--- src/common/mogc_consts.vh ---
// Constants for the mixer and output gain control register slice.
// Assumes a 10 MHz clock and a 32-bit APB register port.
`ifndef MOGC_CONSTS_VH
`define MOGC_CONSTS_VH

// ==================================================================
// Register indices (byte address is four times the index)
`define MOGC_IDX_MIC 8'h07
`define MOGC_IDX_MONO 8'h08
`define MOGC_IDX_DAC1 8'h09
`define MOGC_IDX_DAC2 8'h0A
`define MOGC_IDX_CTRL 8'h10

// ==================================================================
// Reset values
`define MOGC_RST_MIC 16'h8888
`define MOGC_RST_MONO 16'h8868
`define MOGC_RST_DAC 16'h8888
`define MOGC_RST_CTRL 16'h0000

// ==================================================================
// Write masks; reserved bits stay zero
`define MOGC_WMASK_MIX 16'h9F9F
`define MOGC_WMASK_MONO 16'h9FFB
`define MOGC_WMASK_DAC 16'hBFBF
`define MOGC_WMASK_CTRL 16'h001F
`define MOGC_WMASK_RDY 16'h0003

// ==================================================================
// Mono/misc field positions
`define MOGC_MONO_MUTE 15
`define MOGC_MONO_GAIN_HI 12
`define MOGC_MONO_GAIN_LO 8
`define MOGC_ALL_MIX_MUTE 7
`define MOGC_MONO_OUT_MUTE 6
`define MOGC_HP_MUTE 5
`define MOGC_HP_SWING 4
`define MOGC_SUM_MUTE 3
`define MOGC_DAC2_TIMING 1
`define MOGC_DAC1_TIMING 0

// ==================================================================
// Mic register right-channel gain field
`define MOGC_RMIC_GAIN_HI 4
`define MOGC_RMIC_GAIN_LO 0

// ==================================================================
// DAC gain register fields
`define MOGC_DAC_LMUTE 15
`define MOGC_DAC_LGAIN_HI 13
`define MOGC_DAC_LGAIN_LO 8
`define MOGC_DAC_RMUTE 7
`define MOGC_DAC_RGAIN_HI 5
`define MOGC_DAC_RGAIN_LO 0

// ==================================================================
// Control register bits
`define MOGC_CTL_CONV_OFF 0
`define MOGC_CTL_MIX_EN 1
`define MOGC_CTL_ANA_EN 2
`define MOGC_CTL_DAC1_EN 3
`define MOGC_CTL_DAC2_EN 4

// ==================================================================
// Deferred update time-out, 10 to 12 ms window; pick 11 ms
`define MOGC_TIMEOUT_US 11000
`define MOGC_CLK_MHZ 10

`endif

--- src/mogc_gain_defer.v ---
// Deferred gain update for one DAC pair.
// Assumes the zero-crossing strobe is synchronous to clock.
`timescale 1ns/1ps
module mogc_gain_defer #(
    parameter TIMEOUT_CYCLES = 110000,
    parameter CW = 17
) (
    input wire clock,
    input wire arst_n,
    input wire forceDefault,
    input wire [15:0] defaultValue,
    input wire [15:0] pendingValue,
    input wire newWrite,
    input wire immediate,
    input wire zeroCross,
    output reg [15:0] appliedValue,
    output wire pending
);

    reg pending_q;
    reg [CW-1:0] count_q;
    wire timeUp;

    assign pending = pending_q;
    assign timeUp = (count_q == TIMEOUT_CYCLES[CW-1:0] - {{(CW-1){1'b0}}, 1'b1});

    // ==============================================================
    // Apply at once, or on midscale crossing or time-out
    always @(posedge clock or negedge arst_n) begin
        if (!arst_n) begin
            appliedValue <= 16'h8888;
            pending_q <= 1'b0;
            count_q <= {CW{1'b0}};
        end else if (forceDefault) begin
            appliedValue <= defaultValue;
            pending_q <= 1'b0;
            count_q <= {CW{1'b0}};
        end else if (immediate) begin
            appliedValue <= pendingValue; // see RL10 see RL11
            pending_q <= 1'b0;
            count_q <= {CW{1'b0}};
        end else if (newWrite) begin
            pending_q <= 1'b1; // Restart time-out on rewrite, see RL21
            count_q <= {CW{1'b0}};
        end else if (pending_q && (zeroCross || timeUp)) begin
            appliedValue <= pendingValue; // see RL10 see RL11
            pending_q <= 1'b0;
            count_q <= {CW{1'b0}};
        end else if (pending_q) begin
            count_q <= count_q + {{(CW-1){1'b0}}, 1'b1}; // see RL21
        end
    end

endmodule

--- src/mogc_mixer_gain_ctrl.v ---
// Mixer and output gain control registers behind an APB slave.
// Assumes reset and power-down pins are asynchronous to clock.
//
// Functional notes
// RL1: Right mic mix gain is five bits, 1.5 dB steps, code 8 is 0 dB.
// RL2: Mic mix register resets to 8888 hex, locked when mix or analog disabled.
// RL3: Mono mix gain five bits for both channels, 1.5 dB per step.
// RL4: Mono mix mute at bit 15 mutes the mono input mix.
// RL5: All-mix mute silences every mix path into DAC1, overriding others; the code overrides only the mic and mono mix mutes, not summing.
// RL6: Mono output mute bit silences the mono output.
// RL7: One headphone mute bit silences both headphone outputs.
// RL8: Headphone swing bit selects 2 V or 4 V peak-to-peak.
// RL9: Summing mute bit silences summing pin mix into DAC1.
// RL10: DAC2 timing bit: immediate, else wait for midscale or time-out.
// RL11: DAC1 timing bit: immediate, else wait for midscale or time-out.
// RL12: Mono/misc register resets to 8868 hex.
// RL13: Mono/misc locked at default on reset, power-down or conversions off.
// RL14: Mono/misc upper byte also locked when mix or analog disabled.
// RL15: Each DAC1 channel has its own analog mute bit.
// RL16: Each DAC2 channel has its own analog mute bit.
// RL17: Six-bit DAC gain: top bit clear analog only, set adds digital.
// RL18: DAC1 gain resets 8888 hex, locked when analog or DAC1 disabled.
// RL19: Software writes zero to every reserved bit.
// RL20: DAC2 gain resets 8888 hex, locked when analog or DAC2 disabled.
// RL21: Time-out counts device clocks and restarts on each pending rewrite.
`timescale 1ns/1ps
`include "mogc_consts.vh"
module mogc_mixer_gain_ctrl #(
    parameter TIMEOUT_CYCLES = `MOGC_TIMEOUT_US * `MOGC_CLK_MHZ
) (
    input wire clock,
    input wire arst_n,
    input wire powerDownPin_n,
    input wire [31:0] paddr,
    input wire psel,
    input wire penable,
    input wire pwrite,
    input wire [31:0] pwdata,
    input wire [3:0] pstrb,
    output reg [31:0] prdata,
    output wire pready,
    output wire pslverr,
    input wire dac1ZeroCross,
    input wire dac2ZeroCross,
    output reg [4:0] rightMicMixGain,
    output reg rightMicMixMute,
    output reg [4:0] monoInMixGain,
    output reg monoInMixMute,
    output reg allMixToDac1Mute,
    output reg monoOutMute,
    output reg headphoneOutMute,
    output reg headphoneSwingSelect,
    output reg summingInputMute,
    output reg leftDac1AnalogMute,
    output reg [5:0] leftDac1Gain,
    output reg rightDac1AnalogMute,
    output reg [5:0] rightDac1Gain,
    output reg leftDac2AnalogMute,
    output reg [5:0] leftDac2Gain,
    output reg rightDac2AnalogMute,
    output reg [5:0] rightDac2Gain
);

    // ==============================================================
    // Signals
    reg pdSync1_q;
    reg pdSync2_q;
    reg [15:0] mic_q;
    reg [15:0] mono_q;
    reg [15:0] dac1_q;
    reg [15:0] dac2_q;
    reg [15:0] ctrl_q;
    reg [31:0] prdata_d;
    wire [15:0] dac1Applied;
    wire [15:0] dac2Applied;
    wire dac1Pending;
    wire dac2Pending;
    wire [7:0] regIndex;
    wire wrAccess;
    wire wrLow;
    wire wrHigh;
    wire addrValid;
    wire conversionsOff;
    wire globalClear;
    wire mixLock;
    wire dac1Lock;
    wire dac2Lock;
    wire [15:0] wdata16;
    wire wrMic;
    wire wrMono;
    wire wrDac1;
    wire wrDac2;
    wire wrCtrl;
    wire [15:0] byteMask;
    wire [15:0] monoDefault;
    wire [15:0] monoMask;

    // Full-width copies so each byte lane is selected, not truncated
    assign monoDefault = `MOGC_RST_MONO;
    assign monoMask = `MOGC_WMASK_MONO;

    // ==============================================================
    // Power-down pin passes two flops; arrives from outside
    always @(posedge clock or negedge arst_n) begin
        if (!arst_n) begin
            pdSync1_q <= 1'b0;
            pdSync2_q <= 1'b0;
        end else begin
            pdSync1_q <= powerDownPin_n;
            pdSync2_q <= pdSync1_q;
        end
    end

    // ==============================================================
    // APB decode; zero-wait slave, word aligned
    assign regIndex = paddr[9:2];
    assign addrValid = (paddr[1:0] == 2'b00) && (paddr[31:10] == 22'h000000) &&
                       (regIndex == `MOGC_IDX_MIC || regIndex == `MOGC_IDX_MONO ||
                        regIndex == `MOGC_IDX_DAC1 || regIndex == `MOGC_IDX_DAC2 ||
                        regIndex == `MOGC_IDX_CTRL);
    assign pready = 1'b1;
    assign pslverr = psel & penable & ~addrValid;
    assign wrAccess = psel & penable & pwrite & addrValid;
    assign wrLow = pstrb[0];
    assign wrHigh = pstrb[1];
    assign byteMask = {{8{wrHigh}}, {8{wrLow}}};
    assign wdata16 = pwdata[15:0];
    assign wrMic = wrAccess && regIndex == `MOGC_IDX_MIC;
    assign wrMono = wrAccess && regIndex == `MOGC_IDX_MONO;
    assign wrDac1 = wrAccess && regIndex == `MOGC_IDX_DAC1;
    assign wrDac2 = wrAccess && regIndex == `MOGC_IDX_DAC2;
    assign wrCtrl = wrAccess && regIndex == `MOGC_IDX_CTRL;

    // ==============================================================
    // Clear-and-lock conditions
    assign conversionsOff = ctrl_q[`MOGC_CTL_CONV_OFF];
    assign globalClear = ~pdSync2_q | conversionsOff; // see RL13
    assign mixLock = globalClear | ~ctrl_q[`MOGC_CTL_MIX_EN] |
                     ~ctrl_q[`MOGC_CTL_ANA_EN]; // see RL2 see RL14
    assign dac1Lock = globalClear | ~ctrl_q[`MOGC_CTL_ANA_EN] |
                      ~ctrl_q[`MOGC_CTL_DAC1_EN]; // see RL18
    assign dac2Lock = globalClear | ~ctrl_q[`MOGC_CTL_ANA_EN] |
                      ~ctrl_q[`MOGC_CTL_DAC2_EN]; // see RL20

    // ==============================================================
    // Enable register; powers on with mix, analog and both DACs disabled, conversions-off bit clear
    always @(posedge clock or negedge arst_n) begin
        if (!arst_n) begin
            ctrl_q <= `MOGC_RST_CTRL;
        end else if (wrCtrl) begin
            ctrl_q <= (ctrl_q & ~(byteMask & `MOGC_WMASK_CTRL)) |
                      (wdata16 & byteMask & `MOGC_WMASK_CTRL);
        end
    end

    // ==============================================================
    // Mic mix register; reserved bits never stored
    always @(posedge clock or negedge arst_n) begin
        if (!arst_n) begin
            mic_q <= `MOGC_RST_MIC;
        end else if (mixLock) begin
            mic_q <= `MOGC_RST_MIC; // see RL2
        end else if (wrMic) begin
            mic_q <= (mic_q & ~(byteMask & `MOGC_WMASK_MIX)) |
                     (wdata16 & byteMask & `MOGC_WMASK_MIX); // see RL1
        end
    end

    // ==============================================================
    // Mono/misc register; upper byte has the stricter lock
    always @(posedge clock or negedge arst_n) begin
        if (!arst_n) begin
            mono_q <= `MOGC_RST_MONO; // see RL12
        end else if (globalClear) begin
            mono_q <= `MOGC_RST_MONO; // see RL13
        end else begin
            if (mixLock) begin
                mono_q[15:8] <= monoDefault[15:8]; // see RL14
            end else if (wrMono && wrHigh) begin
                mono_q[15:8] <= wdata16[15:8] & monoMask[15:8]; // see RL3
            end
            if (wrMono && wrLow) begin
                mono_q[7:0] <= wdata16[7:0] & monoMask[7:0];
            end
        end
    end

    // ==============================================================
    // DAC gain shadow registers; applied values come from defer units
    always @(posedge clock or negedge arst_n) begin
        if (!arst_n) begin
            dac1_q <= `MOGC_RST_DAC;
            dac2_q <= `MOGC_RST_DAC;
        end else begin
            if (dac1Lock) begin
                dac1_q <= `MOGC_RST_DAC; // see RL18
            end else if (wrDac1) begin
                dac1_q <= (dac1_q & ~(byteMask & `MOGC_WMASK_DAC)) |
                          (wdata16 & byteMask & `MOGC_WMASK_DAC);
            end
            if (dac2Lock) begin
                dac2_q <= `MOGC_RST_DAC; // see RL20
            end else if (wrDac2) begin
                dac2_q <= (dac2_q & ~(byteMask & `MOGC_WMASK_DAC)) |
                          (wdata16 & byteMask & `MOGC_WMASK_DAC);
            end
        end
    end

    // ==============================================================
    // Click-free update units, one per DAC pair
    mogc_gain_defer #(
        .TIMEOUT_CYCLES(TIMEOUT_CYCLES),
        .CW(17)
    ) uDac1Defer (
        .clock(clock),
        .arst_n(arst_n),
        .forceDefault(dac1Lock),
        .defaultValue(`MOGC_RST_DAC),
        .pendingValue(dac1_q),
        .newWrite(wrDac1),
        .immediate(mono_q[`MOGC_DAC1_TIMING]),
        .zeroCross(dac1ZeroCross),
        .appliedValue(dac1Applied),
        .pending(dac1Pending)
    );

    mogc_gain_defer #(
        .TIMEOUT_CYCLES(TIMEOUT_CYCLES),
        .CW(17)
    ) uDac2Defer (
        .clock(clock),
        .arst_n(arst_n),
        .forceDefault(dac2Lock),
        .defaultValue(`MOGC_RST_DAC),
        .pendingValue(dac2_q),
        .newWrite(wrDac2),
        .immediate(mono_q[`MOGC_DAC2_TIMING]),
        .zeroCross(dac2ZeroCross),
        .appliedValue(dac2Applied),
        .pending(dac2Pending)
    );

    // ==============================================================
    // Read mux; index 16 also reports pending updates in bits 9:8
    always @* begin
        prdata_d = 32'h00000000;
        case (regIndex)
            `MOGC_IDX_MIC: prdata_d = {16'h0000, mic_q};
            `MOGC_IDX_MONO: prdata_d = {16'h0000, mono_q};
            `MOGC_IDX_DAC1: prdata_d = {16'h0000, dac1_q};
            `MOGC_IDX_DAC2: prdata_d = {16'h0000, dac2_q};
            `MOGC_IDX_CTRL: prdata_d = {22'h000000, dac2Pending, dac1Pending, 3'b000,
                                        ctrl_q[4:0]};
            default: prdata_d = 32'h00000000;
        endcase
    end

    // Read data registered in setup so it stands in the access phase
    always @(posedge clock or negedge arst_n) begin
        if (!arst_n) begin
            prdata <= 32'h00000000;
        end else if (psel && !penable && !pwrite) begin
            prdata <= prdata_d;
        end
    end

    // ==============================================================
    // Output drives; all-mix mute overrides the mic and mono mix mutes into DAC1
    always @(posedge clock or negedge arst_n) begin
        if (!arst_n) begin
            rightMicMixGain <= 5'h08;
            rightMicMixMute <= 1'b1;
            monoInMixGain <= 5'h08;
            monoInMixMute <= 1'b1;
            allMixToDac1Mute <= 1'b0;
            monoOutMute <= 1'b1;
            headphoneOutMute <= 1'b1;
            headphoneSwingSelect <= 1'b0;
            summingInputMute <= 1'b1;
            leftDac1AnalogMute <= 1'b1;
            leftDac1Gain <= 6'h08;
            rightDac1AnalogMute <= 1'b1;
            rightDac1Gain <= 6'h08;
            leftDac2AnalogMute <= 1'b1;
            leftDac2Gain <= 6'h08;
            rightDac2AnalogMute <= 1'b1;
            rightDac2Gain <= 6'h08;
        end else begin
            rightMicMixGain <= mic_q[`MOGC_RMIC_GAIN_HI:`MOGC_RMIC_GAIN_LO]; // see RL1
            rightMicMixMute <= mic_q[`MOGC_DAC_RMUTE] | mono_q[`MOGC_ALL_MIX_MUTE]; // see RL5
            monoInMixGain <= mono_q[`MOGC_MONO_GAIN_HI:`MOGC_MONO_GAIN_LO]; // see RL3
            monoInMixMute <= mono_q[`MOGC_MONO_MUTE] | mono_q[`MOGC_ALL_MIX_MUTE]; // see RL4
            allMixToDac1Mute <= mono_q[`MOGC_ALL_MIX_MUTE]; // see RL5
            monoOutMute <= mono_q[`MOGC_MONO_OUT_MUTE]; // see RL6
            headphoneOutMute <= mono_q[`MOGC_HP_MUTE]; // see RL7
            headphoneSwingSelect <= mono_q[`MOGC_HP_SWING]; // see RL8
            summingInputMute <= mono_q[`MOGC_SUM_MUTE]; // see RL9
            leftDac1AnalogMute <= dac1Applied[`MOGC_DAC_LMUTE]; // see RL15
            leftDac1Gain <= dac1Applied[`MOGC_DAC_LGAIN_HI:`MOGC_DAC_LGAIN_LO]; // see RL17
            rightDac1AnalogMute <= dac1Applied[`MOGC_DAC_RMUTE]; // see RL15
            rightDac1Gain <= dac1Applied[`MOGC_DAC_RGAIN_HI:`MOGC_DAC_RGAIN_LO];
            leftDac2AnalogMute <= dac2Applied[`MOGC_DAC_LMUTE]; // see RL16
            leftDac2Gain <= dac2Applied[`MOGC_DAC_LGAIN_HI:`MOGC_DAC_LGAIN_LO];
            rightDac2AnalogMute <= dac2Applied[`MOGC_DAC_RMUTE]; // see RL16
            rightDac2Gain <= dac2Applied[`MOGC_DAC_RGAIN_HI:`MOGC_DAC_RGAIN_LO];
        end
    end

endmodule

--- config.mk ---
export PLATFORM = sky130hd
export DESIGN_NAME = mogc_mixer_gain_ctrl
export DESIGN_NICKNAME = d
export VERILOG_FILES = /design/src/mogc_gain_defer.v /design/src/mogc_mixer_gain_ctrl.v
export VERILOG_INCLUDE_DIRS = /design/src /design/src/common
export SDC_FILE = /design/constraint.sdc
export NUM_CORES = 1
export LEC_CHECK = 0
export BUFFER_PORTS_ARGS = -buffer_cell sky130_fd_sc_hd__clkbuf_2
export CAP_MARGIN = 40
export CELL_PAD_IN_SITES_DETAIL_PLACEMENT = 2
export CELL_PAD_IN_SITES_GLOBAL_PLACEMENT = 2
export CORE_MARGIN = 3
export CORE_UTILIZATION = 37
export CTS_BUF_LIST = sky130_fd_sc_hd__clkbuf_4 sky130_fd_sc_hd__clkbuf_8 sky130_fd_sc_hd__clkbuf_16
export CTS_CLUSTER_DIAMETER = 120
export DETAILED_ROUTE_END_ITERATION = 7
export HOLD_SLACK_MARGIN = 0.03
export PLACE_DENSITY_LB_ADDON = 0.1
export SKIP_LAST_GASP = 1
export SYNTH_ARGS = -nofsm -noshare
export SYNTH_HDL_FRONTEND = slang
export SYNTH_HIERARCHICAL = 1
export SYNTH_SLANG_ARGS = --single-unit
--- constraint.sdc ---
create_clock -name clock -period 3.3 [get_ports clock]
set_input_delay 0 -clock clock [delete_from_list [all_inputs] [get_ports clock]]
set_output_delay 0 -clock clock [all_outputs]
set_load 0.005 [all_outputs]
# --- Yosys cells after proc, flatten, opt, wreduce, memory -nomap -nowiden ---
# Cells that the tools add are included.
op_classes:
  addsub: 2
  n_eq_ne: 9
  muxes: 37
  bitwise_logic: 30
  n_reduce_logical: 36
ops:
  columns: ["cell", "n"]
  rows:
  - ["16-bit 2-to-1 mux", 15]
  - ["17-bit 2-to-1 mux", 10]
  - ["16-bit bitwise AND", 5]
  - ["16-bit case mux with 5 select lines", 1]
  - ["16-bit bitwise OR", 3]
  - ["17-bit by 1-bit adder with 17-bit output, second input constant", 2]
  - ["17-bit equality test, second input constant", 2]
  - ["16-bit inverter", 2]
  - ["8-bit by 4-bit equality test with 1-bit output, second input constant", 3]
  - ["8-bit 2-to-1 mux", 3]
  - ["22-bit logical NOT", 1]
  - ["5-bit inverter with 16-bit output", 1]
  - ["16-bit by 5-bit bitwise OR with 16-bit output", 1]
  - ["1-bit logical AND", 13]
  - ["5-bit nonzero test", 2]
  - ["3-bit nonzero test", 3]
  - ["8-bit by 3-bit equality test with 1-bit output, second input constant", 1]
  - ["8-bit by 5-bit equality test with 1-bit output, second input constant", 1]
  - ["1-bit 2-to-1 mux", 8]
  - ["1-bit bitwise OR", 8]
  - ["2-bit nonzero test", 4]
  - ["4-bit nonzero test", 2]
  - ["1-bit logical OR", 6]
  - ["3-bit != test, second input constant", 2]
  - ["other kinds (5)", 15]
word_totals:
  ff_bits: 227
  inputBits: 76
  output_inout_bits: 79
  wordCells: 146

# --- Logic depth before layout (Yosys ltp) ---
logic_depth:
  ltp_word: 12
  ltp_mapped: 11
  ltp_nobuf: 8

# --- Hierarchy ---
# Netlist, hierarchy kept.
by_module_without_submodules:
  columns: ["module", "n_inst", "cells_each", "area_each_um2", "seq_area_each_um2"]
  rows:
  - ["mogc_mixer_gain_ctrl", 1, 471, 5275.1, 3067.9]
  - ["mogc_gain_defer", 2, 170, 1906.8, 855.8]

# --- Least setup slack after synthesis ---
# No wires, ideal clock.
synth_timing:
  path_type: "in2reg"
  from: "in paddr[2]"
  to: "reg uDac2Defer.appliedValue[13]"
  setup_time_ns: 0.125
  arrival_time_ns: 2.698
  t_required_ns: 3.175
  setup_slack_ns: 0.477
  stages: 10
  path_buffers: 2
  cell_sequence: "buf_2 nor4b_1 a21oi_1 a2111oi_4 and3_1 inv_1 a31oi_4 buf_6 mux2_4 mux2_2"
synth_via:
  elab_chain_len: 10
  elab_cells_between_ends: 14
  classes_between: "eq/ne: 6; bitwise: 1; reduce/logical: 7"
synth_lines:
  columns: ["element", "line", "source"]
  rows:
  - ["start: declaration", "mogc_mixer_gain_ctrl.v:34", "input wire [31:0] paddr,"]
  - ["8-bit by 3-bit equality test with 1-bit output / 8-bit by 4-bit equality test with 1-bit output (equally long branches)", null, null]
  - ["1-bit logical OR (no line) (4 in a row)", null, null]
  - ["1-bit logical AND", "mogc_mixer_gain_ctrl.v:117", "assign addrValid = (paddr[1:0] == 2'b00) && (paddr[31:10] == 22'h000000) &&"]
  - ["1-bit bitwise AND", "mogc_mixer_gain_ctrl.v:123", "assign wrAccess = psel & penable & pwrite & addrValid;"]
  - ["1-bit logical AND (no line) *", null, null]
  - ["named net wrDac2", "mogc_mixer_gain_ctrl.v:92", "wire wrDac2;"]
  - ["3-bit != test (no line) *", null, null]
  - ["2-bit AND reduction (no line) *", null, null]
  - ["end signal: assignment", "mogc_gain_defer.v:35", "appliedValue <= defaultValue;"]
  - ["end signal: assignment", "mogc_gain_defer.v:39", "appliedValue <= pendingValue;"]
  - ["end signal: assignment", "mogc_gain_defer.v:46", "appliedValue <= pendingValue;"]
  - ["end: declaration", "mogc_gain_defer.v:16", "output reg [15:0] appliedValue,"]
# The timed path passes the listed nets; every way through them passes the cells marked *.
# A chain may end at the register's enable or synchronous reset.

# --- Worst setup path in the final report ---
layout_timing:
  from: "reg ctrl_q[0]"
  to: "reg uDac1Defer.count_q[8]"
layout_via:
  elab_chain_len: 4
  elab_cells_between_ends: 5
  classes_between: "mux: 1; bitwise: 3; reduce/logical: 1"
layout_lines:
  columns: ["element", "line", "source"]
  rows:
  - ["start: declaration", "mogc_mixer_gain_ctrl.v:72", "reg [15:0] ctrl_q;"]
  - ["start signal: assignment", "mogc_mixer_gain_ctrl.v:149", "ctrl_q <= `MOGC_RST_CTRL;"]
  - ["start signal: assignment", "mogc_mixer_gain_ctrl.v:151", "ctrl_q <= (ctrl_q & ~(byteMask & `MOGC_WMASK_CTRL)) |"]
  - ["1-bit bitwise OR *", "mogc_mixer_gain_ctrl.v:137", "assign globalClear = ~pdSync2_q | conversionsOff;"]
  - ["1-bit bitwise OR * (2 in a row)", "mogc_mixer_gain_ctrl.v:140", "assign dac1Lock = globalClear | ~ctrl_q[`MOGC_CTL_ANA_EN] |"]
  - ["named net dac1Lock", "mogc_mixer_gain_ctrl.v:86", "wire dac1Lock;"]
  - ["5-bit nonzero test (no line) / 17-bit 2-to-1 mux (equally long branches)", null, null]
  - ["end signal: assignment", "mogc_gain_defer.v:44", "count_q <= {CW{1'b0}};"]
  - ["end signal: assignment", "mogc_gain_defer.v:48", "count_q <= {CW{1'b0}};"]
  - ["end signal: assignment", "mogc_gain_defer.v:50", "count_q <= count_q + {{(CW-1){1'b0}}, 1'b1};"]
  - ["end: declaration", "mogc_gain_defer.v:21", "reg [CW-1:0] count_q;"]
# Marked as above.

==> results.tsv <==
stage	metric	value	unit
global_route	antenna_found_initial	0	
setup_path	criticalPathCategory	flop to flop	
clock_tree	cts-root-buf	clkbuf_16	
route	via_per_inst	5.33	
route	drc	0	
floorplanning	die_h	161	um
floorplanning	fp.dieW	161	um
clock_tree	cts_setup_buffers	0	
finish	drive_gt1_share	30.9	%
clock_tree	cts-buffers-inserted	17	
global_route	grt_pass1_wl	45000	um
run	cap_viol_max_count	0	
route	vias	6916	
setup_path	end_kind	flop	
setup_path	crit_fanout	14	
finish	post-route-util	45.6	%
route	drtAntennaViolNets	0	
floorplanning	core	23500	sq um
route	drtPass1Iterations	6	
clock_tree	clock-sinks	185	
sta	final.period_utilization	88.1	%
clock_tree	htreeDepth	4	
pwr	power.density	442	nW/um^2
setup_path	start_kind	flop	
clock_tree	cts_buffer_depth	2	
sta	setup_viol	0	
hold_path	hold_class	primary input to flop	
sta	skew	0.0179	ns
yosys	synth_area	8880	sq um
placement	gp_congestion	0.815	
sta	report.final.slew_viol_count	0	
sta	max_slew_margin	36.6	%
route	drtIter0Drc	302	
sta	setup_tns	0	ns
placement	numPortBuffers	118	
floorplanning	initial_core_util	37.7	%
yosys	synthCells	799	
run_status	status	completed	
sta	min_period	2.91	ns
finish	n_antenna_cell	0	
yosys	postSynthAreaPerCell	11.1	sq um
global_route	grt_max_degree	84	
placement	dp_cells	1247	
setup_path	cp_data_arrival_time	3.26	ns
global_route	grt_pass1_vias	7887	
sta	rsz0062_at_grt	no	
finish	syn2layout_area_growth	21.0	%
sta	whs	0.0768	ns
placement	dp_hpwl	20300	um
sta	maxClockFrequency	344	MHz
route	wl_per_cell	21.6	um
floorplanning	die_area	25900	sq um
global_route	overflow	0	
setup_path	cp.required	3.65	ns
finish	final_nets	1044	
clock_tree	cts_tree	yes	
yosys	ys_warn_count	6	
floorplanning	rows	56	
finish	fin_cells	1298	
finish	fin_area	10700	sq um
floorplanning	ios	155	
sta	hold_violations	0	
clock_tree	clkLatencyLatePin	0.44	ns
placement	placed_cell_area	9940	sq um
global_route	track_usage	22.2	%
sta	worst_pin_slew	0.944	ns
pwr	vdd_drop_max	0.242	mV
clock_tree	clk_pin_slew	0.09	ns
pwr	leakage	4.96	nW
route	totalWireLength	28000	um
==> final cells by class <==
type                            count  area (sq um)
Sequential cell                   185          4680
Inverter                           15          56.3
Multi-Input combinational cell    586          4010
Clock buffer                       17           425
Tap cell                          319           399
Clock inverter                     15           191
Fill cell                        2512         12800
Timing Repair Buffer              161           985
==> state kept, by name, summed over array words and instances, names as in the netlist, 5 cells and up <==
| register | count |
|---|---|
| rightDac1Gain | 6 |
| uDac2Defer/appliedValue | 14 |
| ctrl_q | 5 |
| mic_q | 12 |
| prdata | 16 |
| dac1_q | 14 |
| mono_q | 13 |
| uDac1Defer/appliedValue | 14 |
| monoInMixGain | 5 |
| leftDac1Gain | 6 |
| uDac2Defer/count_q | 17 |
| leftDac2Gain | 6 |
| dac2_q | 14 |
| rightMicMixGain | 5 |
| rightDac2Gain | 6 |
| uDac1Defer/count_q | 17 |
==> worst max-delay path: stages (launching register included) <==
cell and delay (ns):
dfrtp_1 0.41, nor2b_1 0.32, and3_1 0.29, clkinv_1 0.20, nor4_1 0.47, nand3_1 0.53, or3_1 0.51, o21ai_0 0.09
==> through the flow <==
| step | power (W) | setup WS (ns) |
|---|---|---|
| finish | 0.00475 | 0.391 |
| global route | 0.00494 | 0.168 |
| floorplan | 0.00250 | 0.497 |
| CTS | 0.00481 | 0.436 |
| detailed placement | 0.00267 | 0.355 |
| global placement | 0.00266 | 0.459 |
==> report_power, final <==
group / switching [W] / internal, W
Clock: 0.00106 / 0.00104
Combinational: 0.000173 / 0.000121
Sequential: 0.0000270 / 0.00232
Total: 0.00126 / 0.00348
==> what timing repair did <==
action | in CTS | in global routing
endpoints found under the hold margin | 117 | 0
hold buffers | 18 | 0
endpoints found under the setup margin | 0 | 0
resized for setup | 0 | 0
==> placed cells by master (no fill, tap or decap), types with 7 or more instances in the layout <==
master         instances
clkbuf_2             118
clkbuf_16             17
a21oi_1               25
nand3_1               32
o21ai_0               38
dlygate4sd3_1         18
dfstp_2               40
mux2_2                45
mux2i_1               42
buf_4                 21
and3_1                17
a221oi_1               7
dfrtp_1              145
nor2_1                50
or3_1                  7
nor4_1                12
nand4_1                7
and2_1                 8
a21o_1                 7
nor3_1                19
or4_1                  7
nand2_1               99
inv_1                 13
mux2_4                16
a31oi_1               11
conb_1                45
==> path summary, 6_finish.rpt <==
kind,cells after the start,slack [ns],startpoint,endpoint
max,7,0.39,ctrl_q[0],uDac1Defer/count_q[8]
min,3,0.08,pstrb[0],dac2_q[3]
max reg2reg,7,0.39,ctrl_q[0],uDac1Defer/count_q[8]
min reg2reg,0,0.36,pdSync1_q,pdSync2_q
max in group asynchronous,3,2.16,arst_n,mic_q[3]
min in group asynchronous,2,0.20,arst_n,uDac2Defer/count_q[14]
==> metal layers <==
metal	global-route usage (%)	vias to the layer above	wire, um
met5	0	-	0
met4	5.04	0	350
met3	3.35	23	735
met2	40.1	133	14800
met1	28.2	3611	12100
li1	-	3149	-
No activity file was read; power rests on OpenSTA's default activity.
